<file path="config.mk">
export PLATFORM = sky130hd
export DESIGN_NAME = pic_host_ctrl
export DESIGN_NICKNAME = d
export VERILOG_FILES = /design/src/inc/pic_host_pkg.sv /design/src/logic/pic_host_ctrl.sv
export SDC_FILE = /design/constraint.sdc
export NUM_CORES = 1
export LEC_CHECK = 0
export ABC_CLOCK_PERIOD_IN_PS = 5000
export BUFFER_PORTS_ARGS = -buffer_cell sky130_fd_sc_hd__buf_2
export CAP_MARGIN = 20
export CORE_ASPECT_RATIO = 1.25
export CORE_MARGIN = 2
export CORE_UTILIZATION = 55
export CTS_CLUSTER_SIZE = 10
export DETAILED_ROUTE_END_ITERATION = 8
export MAX_ROUTING_LAYER = met4
export PLACE_DENSITY = 0.75
export SLEW_MARGIN = 5
export SYNTH_ARGS = -nofsm -noshare
export SYNTH_HDL_FRONTEND = slang
export SYNTH_SLANG_ARGS = --single-unit
</file>
<file path="constraint.sdc">
create_clock -name core_clk -period 5 [get_ports core_clk]
set_input_delay 0.5 -clock core_clk [delete_from_list [all_inputs] [get_ports core_clk]]
set_output_delay 0.5 -clock core_clk [all_outputs]
set_load 0.02 [all_outputs]
</file>
<file path="src/inc/pic_host_pkg.sv">
// package: field layouts, strobe timing and command codes for the interrupt controller host
package pic_host_pkg;
    // word-one bit positions
    localparam int W1_FOURTH_BIT = 0;
    localparam int W1_SINGLE_BIT = 1;
    localparam int W1_INTERVAL_BIT = 2;
    localparam int W1_LEVEL_BIT = 3;
    localparam int W1_MARK_BIT = 4;
    // word-four bit positions
    localparam int W4_CPU_BIT = 0;
    localparam int W4_AUTO_BIT = 1;
    localparam int W4_MS_BIT = 2;
    localparam int W4_BUF_BIT = 3;
    localparam int W4_NEST_BIT = 4;
    // op word three bits and op word selectors in d4..d3
    localparam int W3_SMM_BIT = 5;
    localparam int W3_SPECIAL_MASK_WRITE_EN_BIT = 6;
    localparam logic [1:0] OP_TWO_SEL = 2'h0;
    localparam logic [1:0] OP_THREE_SEL = 2'h1;
    localparam logic [7:0] CALL_OPCODE = 8'hcd;
    localparam logic [7:0] MASK_INIT = 8'h00;
    localparam logic [2:0] SLAVE_ID_INIT = 3'h7;
    // axi register byte offsets
    localparam logic [7:0] CMD_OFF = 8'h00;
    localparam logic [7:0] STAT_OFF = 8'h04;
    localparam logic [7:0] VEC_OFF = 8'h08;
    localparam logic [7:0] SHADOW_OFF = 8'h0c;
    localparam logic [7:0] MASK_OFF = 8'h10;
    // command codes in cmd bits 10..8
    localparam logic [2:0] CMD_WR_A0 = 3'h0;
    localparam logic [2:0] CMD_WR_A1 = 3'h1;
    localparam logic [2:0] CMD_ACK = 3'h2;
    localparam logic [2:0] CMD_RD_A1 = 3'h3;
    // strobe timing
    localparam int CLK_NS = 40;
    localparam int STROBE_NS = 160;
    localparam int SETUP_NS = 80;
    localparam logic [3:0] STROBE_CYC = 4'((STROBE_NS + CLK_NS - 1) / CLK_NS);
    localparam logic [3:0] SETUP_CYC = 4'((SETUP_NS + CLK_NS - 1) / CLK_NS);
    typedef enum logic [2:0] {
        ST_IDLE = 3'b000,
        ST_SETUP = 3'b001,
        ST_STROBE = 3'b010,
        ST_HOLD = 3'b011,
        ST_DONE = 3'b100
    } bus_state_t;
    typedef enum logic [2:0] {
        INIT_NONE = 3'b000,
        INIT_TWO = 3'b001,
        INIT_THREE = 3'b010,
        INIT_FOUR = 3'b011,
        INIT_READY = 3'b100
    } init_state_t;
    typedef struct packed {
        logic cs_n;
        logic wr_n;
        logic rd_n;
        logic a0;
        logic ack_n;
        logic [7:0] dout;
        logic doe;
    } pic_pins_t;
    typedef struct packed {
        logic level_trigger_sel;
        logic call_interval_sel;
        logic single_device_flag;
        logic fourth_word_needed;
        logic special_nesting_en;
        logic auto_end_service;
        logic cpu_family_sel;
        logic buffered;
        logic master_sel;
        logic special_mask_sel;
        logic [7:0] vector_base;
        logic [7:0] cascade_word;
    } shadow_t;
endpackage : pic_host_pkg

</file>
<file path="src/logic/pic_host_ctrl.sv">
// host controller driving the interrupt controller pins from axi4-lite commands
`timescale 1ns/1ps
`default_nettype none
// Overview of operation
// - in 8-bit cpu mode issue three acknowledge pulses; first returns call opcode
// - 16-bit mode uses two acknowledge cycles; first leaves data bus floating
// - host initializes with two to four writes before operation words
// - single bit skips word three; fourth bit demands word four
// - a0=1 writes load mask or init words; a0=0 d4..d3 pick op words
module pic_host_ctrl
    import pic_host_pkg::*;
(
    // clock and reset
    input wire logic core_clk,
    input wire logic arst_n,
    // axi4-lite slave
    input wire logic [7:0] s_awaddr,
    input wire logic s_awvalid,
    output logic s_awready,
    input wire logic [31:0] s_wdata,
    input wire logic [3:0] s_wstrb,
    input wire logic s_wvalid,
    output logic s_wready,
    output logic [1:0] s_bresp,
    output logic s_bvalid,
    input wire logic s_bready,
    input wire logic [7:0] s_araddr,
    input wire logic s_arvalid,
    output logic s_arready,
    output logic [31:0] s_rdata,
    output logic [1:0] s_rresp,
    output logic s_rvalid,
    input wire logic s_rready,
    // device pins
    output logic cs_n,
    output logic wr_n,
    output logic rd_n,
    output logic a0,
    output logic intr_ack_strobe_n,
    output logic [7:0] data_out,
    output logic data_oe,
    input wire logic [7:0] data_in,
    input wire logic intr_req
);
    logic rst_meta_q, rst_n_q;
    always_ff @(posedge core_clk or negedge arst_n)
    begin
        if (!arst_n)
        begin
            rst_meta_q <= 1'b0;
            rst_n_q <= 1'b0;
        end
        else
        begin
            rst_meta_q <= 1'b1;
            rst_n_q <= rst_meta_q;
        end
    end

    // bus sequencer and axi state
    bus_state_t st_q, st_d;
    init_state_t init_q, init_d;
    shadow_t sh_q, sh_d;
    pic_pins_t pin_q, pin_d;
    logic [3:0] cnt_q, cnt_d;
    logic [2:0] op_q, op_d;
    logic [7:0] byte_q, byte_d;
    logic [7:0] mask_q, mask_d;
    logic [1:0] ack_left_q, ack_left_d;
    logic [23:0] vec_q, vec_d;
    logic aw_q, aw_d, w_q, w_d, bv_q, bv_d, rv_q, rv_d;
    logic [7:0] awa_q, awa_d;
    logic [31:0] wd_q, wd_d, rd_q, rd_d;
    logic [1:0] br_q, br_d, rr_q, rr_d;
    logic [1:0] ws_q, ws_d;

    function automatic logic busy_f(input bus_state_t s, input logic [1:0] left);
        busy_f = (s != ST_IDLE) || (left != 2'h0);
    endfunction : busy_f

    always_comb
    begin
        st_d = st_q;
        init_d = init_q;
        sh_d = sh_q;
        pin_d = pin_q;
        cnt_d = cnt_q;
        op_d = op_q;
        byte_d = byte_q;
        mask_d = mask_q;
        ack_left_d = ack_left_q;
        vec_d = vec_q;
        aw_d = aw_q;
        w_d = w_q;
        bv_d = bv_q;
        rv_d = rv_q;
        awa_d = awa_q;
        wd_d = wd_q;
        rd_d = rd_q;
        br_d = br_q;
        rr_d = rr_q;
        ws_d = ws_q;
        if (s_awvalid && !aw_q)
        begin
            aw_d = 1'b1;
            awa_d = s_awaddr;
        end
        if (s_wvalid && !w_q)
        begin
            w_d = 1'b1;
            wd_d = s_wdata;
            // strobes kept with the data: the master may move them once w is taken
            ws_d = s_wstrb[1:0];
        end
        if (bv_q && s_bready)
            bv_d = 1'b0;
        if (rv_q && s_rready)
            rv_d = 1'b0;
        // write decode: only the command register starts a pin cycle
        if (aw_q && w_q && !bv_q)
        begin
            br_d = 2'h2;
            if (awa_q == CMD_OFF)
            begin
                if (!busy_f(st_q, ack_left_q) && ws_q == 2'h3)
                begin
                    br_d = 2'h0;
                    op_d = wd_q[10:8];
                    byte_d = wd_q[7:0];
                    st_d = ST_SETUP;
                    cnt_d = SETUP_CYC;
                    if (wd_q[10:8] == CMD_ACK)
                    begin
                        ack_left_d = sh_q.cpu_family_sel ? 2'h2 : 2'h3;
                        vec_d = 24'h000000;
                    end
                end
            end
            aw_d = 1'b0;
            w_d = 1'b0;
            bv_d = 1'b1;
        end
        if (s_arvalid && !rv_q)
        begin
            rv_d = 1'b1;
            rr_d = 2'h0;
            if (s_araddr == STAT_OFF)
                rd_d = {24'h0, intr_req, busy_f(st_q, ack_left_q), ack_left_q, 1'b0, init_q};
            else if (s_araddr == VEC_OFF)
                rd_d = {8'h00, vec_q};
            else if (s_araddr == SHADOW_OFF)
                rd_d = {6'h00, sh_q.level_trigger_sel, sh_q.call_interval_sel,
                        sh_q.single_device_flag, sh_q.fourth_word_needed,
                        sh_q.special_nesting_en, sh_q.auto_end_service,
                        sh_q.cpu_family_sel, sh_q.buffered, sh_q.master_sel,
                        sh_q.special_mask_sel, sh_q.vector_base, sh_q.cascade_word};
            else if (s_araddr == MASK_OFF)
                rd_d = {24'h0, mask_q};
            else
            begin
                rd_d = 32'h0;
                rr_d = 2'h2;
            end
        end
        // pin sequencer: setup, strobe low, hold
        case (st_q)
            ST_IDLE:
            begin
                if (ack_left_q != 2'h0)
                begin
                    st_d = ST_SETUP;
                    cnt_d = SETUP_CYC;
                end
            end
            ST_SETUP:
            begin
                pin_d.cs_n = (op_q == CMD_ACK);
                pin_d.a0 = (op_q != CMD_WR_A0);
                pin_d.dout = byte_q;
                pin_d.doe = (op_q == CMD_WR_A0) || (op_q == CMD_WR_A1);
                cnt_d = cnt_q - 4'h1;
                // pins stand a full setup span before the strobe falls
                if (cnt_q == 4'h0)
                begin
                    st_d = ST_STROBE;
                    cnt_d = STROBE_CYC;
                    pin_d.wr_n = !pin_d.doe;
                    pin_d.rd_n = (op_q != CMD_RD_A1);
                    pin_d.ack_n = (op_q != CMD_ACK);
                end
            end
            ST_STROBE:
            begin
                cnt_d = cnt_q - 4'h1;
                if (cnt_q == 4'h1)
                begin
                    st_d = ST_HOLD;
                    pin_d.wr_n = 1'b1;
                    pin_d.rd_n = 1'b1;
                    pin_d.ack_n = 1'b1;
                    if (op_q == CMD_RD_A1)
                        mask_d = data_in;
                    if (op_q == CMD_ACK)
                    begin
                        // bytes shift in; first 16-bit cycle floats, capture kept
                        vec_d = {vec_q[15:0], data_in};
                        ack_left_d = ack_left_q - 2'h1;
                    end
                end
            end
            ST_HOLD:
            begin
                pin_d.cs_n = 1'b1;
                pin_d.doe = 1'b0;
                st_d = ST_DONE;
                if (op_q == CMD_WR_A0 && byte_q[W1_MARK_BIT])
                begin
                    // word one restarts the sequence and defaults; word-four fields reset only when the fourth bit is clear
                    sh_d.level_trigger_sel = byte_q[W1_LEVEL_BIT];
                    sh_d.call_interval_sel = byte_q[W1_INTERVAL_BIT];
                    sh_d.single_device_flag = byte_q[W1_SINGLE_BIT];
                    sh_d.fourth_word_needed = byte_q[W1_FOURTH_BIT];
                    sh_d.special_mask_sel = 1'b0;
                    sh_d.cascade_word = {5'h00, SLAVE_ID_INIT};
                    mask_d = MASK_INIT;
                    if (!byte_q[W1_FOURTH_BIT])
                    begin
                        sh_d.special_nesting_en = 1'b0;
                        sh_d.auto_end_service = 1'b0;
                        sh_d.cpu_family_sel = 1'b0;
                        sh_d.buffered = 1'b0;
                        sh_d.master_sel = 1'b0;
                    end
                    init_d = INIT_TWO;
                end
                else if (op_q == CMD_WR_A0 && byte_q[4:3] == OP_THREE_SEL)
                begin
                    if (byte_q[W3_SPECIAL_MASK_WRITE_EN_BIT])
                        sh_d.special_mask_sel = byte_q[W3_SMM_BIT];
                end
                else if (op_q == CMD_WR_A1)
                begin
                    // a0=1 writes walk the init order, then load the mask
                    case (init_q)
                        INIT_TWO:
                        begin
                            sh_d.vector_base = byte_q;
                            if (!sh_q.single_device_flag)
                                init_d = INIT_THREE;
                            else if (sh_q.fourth_word_needed)
                                init_d = INIT_FOUR;
                            else
                                init_d = INIT_READY;
                        end
                        INIT_THREE:
                        begin
                            sh_d.cascade_word = byte_q;
                            init_d = sh_q.fourth_word_needed ? INIT_FOUR : INIT_READY;
                        end
                        INIT_FOUR:
                        begin
                            sh_d.cpu_family_sel = byte_q[W4_CPU_BIT];
                            sh_d.auto_end_service = byte_q[W4_AUTO_BIT];
                            sh_d.special_nesting_en = byte_q[W4_NEST_BIT];
                            sh_d.buffered = byte_q[W4_BUF_BIT];
                            sh_d.master_sel = byte_q[W4_BUF_BIT] & byte_q[W4_MS_BIT];
                            init_d = INIT_READY;
                        end
                        default:
                            mask_d = byte_q;
                    endcase
                end
            end
            default:
                st_d = ST_IDLE;
        endcase
    end

    always_ff @(posedge core_clk or negedge rst_n_q)
    begin
        if (!rst_n_q)
        begin
            st_q <= ST_IDLE;
            init_q <= INIT_NONE;
            sh_q <= '0;
            pin_q <= '{cs_n: 1'b1, wr_n: 1'b1, rd_n: 1'b1, a0: 1'b0, ack_n: 1'b1,
                       dout: 8'h00, doe: 1'b0};
            cnt_q <= 4'h0;
            op_q <= 3'h0;
            byte_q <= 8'h00;
            mask_q <= MASK_INIT;
            ack_left_q <= 2'h0;
            vec_q <= 24'h0;
            aw_q <= 1'b0;
            w_q <= 1'b0;
            bv_q <= 1'b0;
            rv_q <= 1'b0;
            awa_q <= 8'h00;
            wd_q <= 32'h0;
            rd_q <= 32'h0;
            br_q <= 2'h0;
            rr_q <= 2'h0;
            ws_q <= 2'h0;
        end
        else
        begin
            st_q <= st_d;
            init_q <= init_d;
            sh_q <= sh_d;
            pin_q <= pin_d;
            cnt_q <= cnt_d;
            op_q <= op_d;
            byte_q <= byte_d;
            mask_q <= mask_d;
            ack_left_q <= ack_left_d;
            vec_q <= vec_d;
            aw_q <= aw_d;
            w_q <= w_d;
            bv_q <= bv_d;
            rv_q <= rv_d;
            awa_q <= awa_d;
            wd_q <= wd_d;
            rd_q <= rd_d;
            br_q <= br_d;
            rr_q <= rr_d;
            ws_q <= ws_d;
        end
    end

    assign s_awready = !aw_q;
    assign s_wready = !w_q;
    assign s_bvalid = bv_q;
    assign s_bresp = br_q;
    assign s_arready = !rv_q;
    assign s_rvalid = rv_q;
    assign s_rdata = rd_q;
    assign s_rresp = rr_q;
    assign cs_n = pin_q.cs_n;
    assign wr_n = pin_q.wr_n;
    assign rd_n = pin_q.rd_n;
    assign a0 = pin_q.a0;
    assign intr_ack_strobe_n = pin_q.ack_n;
    assign data_out = pin_q.dout;
    assign data_oe = pin_q.doe;
endmodule : pic_host_ctrl
`default_nettype wire

</file>
* After elaboration in Yosys (flattened, before gate mapping)
Cells that the tools add are included.
Cells by class: reductions and logical operators 48, equality and inequality tests 27, add/subtract/negate cells 2, shift-type cells 0, multiplexer cells 78, bitwise operators 3, multipliers 0, divide/modulo/power cells 0, $lt $le $gt $ge 0
Operator list (number):
- 24-bit 2-to-1 mux | 7
- 8-bit 2-to-1 mux | 11
- 26-bit 2-to-1 mux | 3
- 3-bit 2-to-1 mux | 11
- 2-bit 2-to-1 mux | 15
- 2-bit nonzero test | 13
- 3-bit by 2-bit equality test with 1-bit output, second input constant | 7
- 4-bit 2-to-1 mux | 5
- 5-bit 2-to-1 mux | 4
- 8-bit by 4-bit equality test with 1-bit output, second input constant | 2
- 8-bit one-hot mux with 2 select lines | 1
- 1-bit 2-to-1 mux | 13
- 3-bit one-hot mux with 4 select lines | 1
- 4-bit one-hot mux with 3 select lines | 1
- 1-bit logical AND | 10
- 2-bit != test, second input constant | 5
- 5-bit AND reduction | 2
- 3-bit by 1-bit equality test with 1-bit output, second input constant | 3
- 3-bit != test, second input constant | 3
- 3-bit one-hot mux with 3 select lines | 1
- 3-bit AND reduction | 3
- 8-bit by 3-bit equality test with 1-bit output, second input constant | 1
- 8-bit by 5-bit equality test with 1-bit output, second input constant | 1
- 8-bit zero test | 1
- other kinds (21) | 34
Word-level totals: logic and storage cells 197, bits in latches 0, memories kept 0, bits in writable memories 0, bits in read-only memories 0, flip-flop bits (word level) 158

* Logic depth before layout (Yosys ltp)
word-level depth 10, gate-level depth with buffers 9

* Worst setup path after synthesis
No wires, ideal clock.
path type reg2reg, start reg cnt_q[1], end reg mask_q[0], buffers on the path 1, cell stages (with the launch flop) 7, library setup time 0.125 ns, data arrival time 2.109 ns, required time 4.875 ns, period minus slack after synthesis 2.233 ns, slack 2.767 ns, cell sequence dfrtp_1 -> inv_1 -> ha_1 -> or3b_2 -> clkbuf_1 -> a221oi_2 -> mux2_2
Between the ends: word-level cells in the longest chain between the ends 3
RTL lines:
- start, declared | line pic_host_ctrl.sv:65 | logic [3:0] cnt_q, cnt_d;
- start signal, assigned | line pic_host_ctrl.sv:311 | cnt_q <= cnt_d;
- 4-bit by 1-bit equality test with 1-bit output | line pic_host_ctrl.sv:195 | if (cnt_q == 4'h1)
- 2-bit != test (no line)
- 6-bit AND reduction (no line)
- end signal, assigned | line pic_host_ctrl.sv:314 | mask_q <= mask_d;
- end, declared | line pic_host_ctrl.sv:68 | logic [7:0] mask_q, mask_d;
No other way between the ends. A chain may end at the register's enable or synchronous reset.

* Worst setup path after layout
start reg st_q[2], end reg sh_q[3] (netlist bit)
Between the ends: word-level cells in the longest chain between the ends 2
RTL lines:
- start, declared | line pic_host_ctrl.sv:61 | bus_state_t st_q, st_d;
- start signal, assigned | line pic_host_ctrl.sv:307 | st_q <= st_d;
- 3-bit by 2-bit equality test with 1-bit output | line pic_host_ctrl.sv:166 | case (st_q)
- 4-bit AND reduction (no line)
- end signal, assigned | line pic_host_ctrl.sv:285 | sh_q <= '0;
- end signal, assigned | line pic_host_ctrl.sv:309 | sh_q <= sh_d;
- end, declared | line pic_host_ctrl.sv:63 | shadow_t sh_q, sh_d;
No other way between the ends.

==> impl_metrics.yaml <==
timing:
  slew_violations: 0
  finalSetupViolCount: 0
  timing.fmax_ghz: 0.328
  setup_tns_ns: 0
  fin_crit_ns: 3.05
  tightest_slew_ns: 1.05
  fin_crit_sh_pct: 61.0
  rsz0062_at_grt: "no"
  max_slew_margin_pct: 29.9
  skew_ns: 0.0130
  hold_viol_final: 0
power:
  ir_worst_vdd_mv: 0.269
  p_per_area_mw_per_mm2: 368
  cellLeakagePower_nw: 3.86
status:
  status: "finished, final reports clean"
clock_tree:
  cts.sinks: 150
  htree_levels: 4
  clkSlewWorstSetupHoldPaths_ns: 0.06
  cts_tree: "done"
  cts_setup_buffers: 0
  clock-root-buffer: "clkbuf_16"
  clock_latency_ns: 0.42
  cts_max_path_buffers: 2
  cts_buffers: 17
final_layout:
  design_area_mm2: 0.00793
  antennaDiodeCount: 0
  nets: 775
  fillCellCount: 968
  finalCoreUtilization_pct: 65.2
  drive_gt1_share_pct: 29.4
  synthToLayoutAreaGrowth_pct: 16.1
synth:
  synth_edf_count: 0
  ys_ff_latch: 150
  avgSynthCellArea_um2: 11.0
  ys_top_cells_by_area: "dfrtp_1, mux2_2, nand2_1"
  syn_area_mm2: 0.00683
  yosysTopAreaCell: "dfrtp_1"
  ys_types: 67
  synthDominantCellAreaShare_pct: 53.5
  ys.flop_type: "dfrtp_1"
  seq_area_frac_synth_pct: 55.0
  postSynthCellCount: 620
  ys_warn_count: 0
  ys_async_sr_fraction_pct: 100
  netlist_top_cells_count: "dfrtp_1, nand2_1, mux2_2"
  yosysMostFrequentCell: "dfrtp_1"
drt:
  drt_iter0_markers: 406
  via_per_inst: 5.72
  antenna_left: 0
  post_drt_wl_per_cell_um: 17.7
  drc: 0
  routed_wl_mm: 15.6
  vias: 5026
  dr.pass1.iters: 5
floorplanning:
  rows: 45
  fp.dieH_um: 129
  io_pins: 123
  core_area_mm2: 0.0122
  initial_core_util_pct: 56.2
  fp.dieArea_mm2: 0.0133
  die_w_um: 104
global_routing:
  first_global_vias: 5058
  grt_overflow: 0
  grt_start_max_net_pins: 59
  grt_util_all_layers_pct: 25.5
  grt_pass1_wl_mm: 25.8
  antenna_found_initial: 0
placement:
  dpl.hpwl_mm: 10.8
  portBuffers: 91
  place.gp.congestion: 0.929
  dpl_cell_area_mm2: 0.00734
critical_path:
  startpoint: "st_q[2]"
  crit_type: "register to register"
  critPathRequiredTime_ns: 5.30
  reg2reg_to: "sh_q[3]"
  endpoint_kind: "register"
  regToRegStartpoint: "st_q[2]"
  cp_max_fo: 13
  arrival_ns: 3.35
  critPathLaunchType: "register"
  r2r_cells: 5
  reg2reg_slack_ns: 1.95
hold_path:
  min-delay-start: "s_bready"
  hold-path-endpoint: "s_bvalid"
  hold-path-cell-count: 2
  hold_path.class: "input port to register"
flow_run:
  maxCapViolCount: 0
## cell families after synthesis
group,share of synthesized area (%)
and+or+nand+nor,13.3
DFF,55.0
AOI/OAI and AO/OA,11.6
muxes,14.6
buffers and inverters,4.49
adders and majority gates,0.732
other,0.110
xor gates and xnor gates,0.256
## cells in the final DEF (no fill, tap or decap), types with 4 or more instances in the layout
| master | synthesis | final |
|---|---|---|
| mux2_2 | 69 | 69 |
| a2bb2oi_1 | 5 | 5 |
| buf_2 | 4 | 91 |
| nor3_1 | 4 | 4 |
| a21oi_1 | 17 | 17 |
| o211ai_1 | 8 | 8 |
| o21ai_0 | 62 | 62 |
| and2_1 | 6 | 6 |
| inv_1 | 23 | 23 |
| dfstp_2 | 4 | 4 |
| nor2b_1 | 7 | 7 |
| nand3_1 | 6 | 6 |
| ha_1 | 4 | 4 |
| clkinvlp_4 | 0 | 4 |
| a311oi_1 | 4 | 4 |
| nor2_1 | 18 | 18 |
| conb_1 | 2 | 9 |
| clkbuf_16 | 0 | 17 |
| mux2i_1 | 22 | 22 |
| dfrtp_1 | 146 | 145 |
| nand2_1 | 104 | 104 |
## layout make-up
class	count	area, µm²	share of cell area (%)
flip-flops and latches	150	3760	47.4
multi-input cells	415	2810	35.4
repair buffers	96	502	6.32
clock buffers	20	447	5.63
well taps	164	205	2.59
clock inverters	11	126	1.59
inverters	23	86.3	1.09
## worst max path at each step
stage              end  slack [ns]
2_1_floorplan       a0        0.52
3_3_place_gp   sh_q[7]        2.09
3_5_place_dp   sh_q[3]        2.04
4_1_cts        sh_q[3]        1.99
5_1_grt        sh_q[3]        1.79
6_report       sh_q[3]        1.95
## routing by layer
metal | global-route usage, % | wire length (µm) | part of all wire, % | vias to the layer above
met3 | 5.12 | 654 | 4.2 | 34
met2 | 42.3 | 8080 | 52 | 153
li1 | - | - | - | 2329
met5 | - | 0 | 0 | -
met4 | 10.0 | 374 | 2.4 | 0
met1 | 31.2 | 6480 | 42 | 2510
## sequential cells by signal, summed over array words and instances, names as in the netlist, 2 cells and up
signal / count
st_q: 3
s_rdata: 26
sh_q: 26
ack_left_q: 2
op_q: 3
init_q: 3
awa_q: 8
byte_q: 8
mask_q: 8
cnt_q: 4
wd_q: 11
vec_q: 24
data_out: 8
ws_q: 2
## repair_timing
action                                 4_1_cts  5_1_grt
gates resized for setup                      0        0
hold buffers                                 1        0
endpoints found under the hold margin        2        0
## critical path, cell delays in order, from the launching register on
cell	delay (ns)
dfrtp_1	0.53
nand3b_1	0.40
inv_1	0.45
nand3_1	0.28
o31ai_2	0.84
mux2_2	0.43
## where the power goes
| group | total [mW] | switching [mW] | internal (mW) |
|---|---|---|---|
| logic | 0.286 | 0.145 | 0.141 |
| registers | 1.38 | 0.0642 | 1.32 |
| clock network | 1.25 | 0.507 | 0.746 |
| total | 2.92 | 0.716 | 2.20 |
## metrics by stage
| step | std cells | power [mW] | hold slack (ns) | setup WS (ns) |
|---|---|---|---|---|
| 2_1_floorplan | 627 | 1.60 | 0.204 | 0.518 |
| 3_3_place_gp | 845 | 1.67 | 0.285 | 2.09 |
| 3_5_place_dp | 846 | 1.69 | 0.287 | 2.04 |
| 4_1_cts | 878 | 2.94 | 0.253 | 1.99 |
| 5_1_grt | 879 | 3.03 | 0.254 | 1.79 |
| 6_report | 879 | 2.92 | 0.256 | 1.95 |
(Power assumes the default switching activity.)
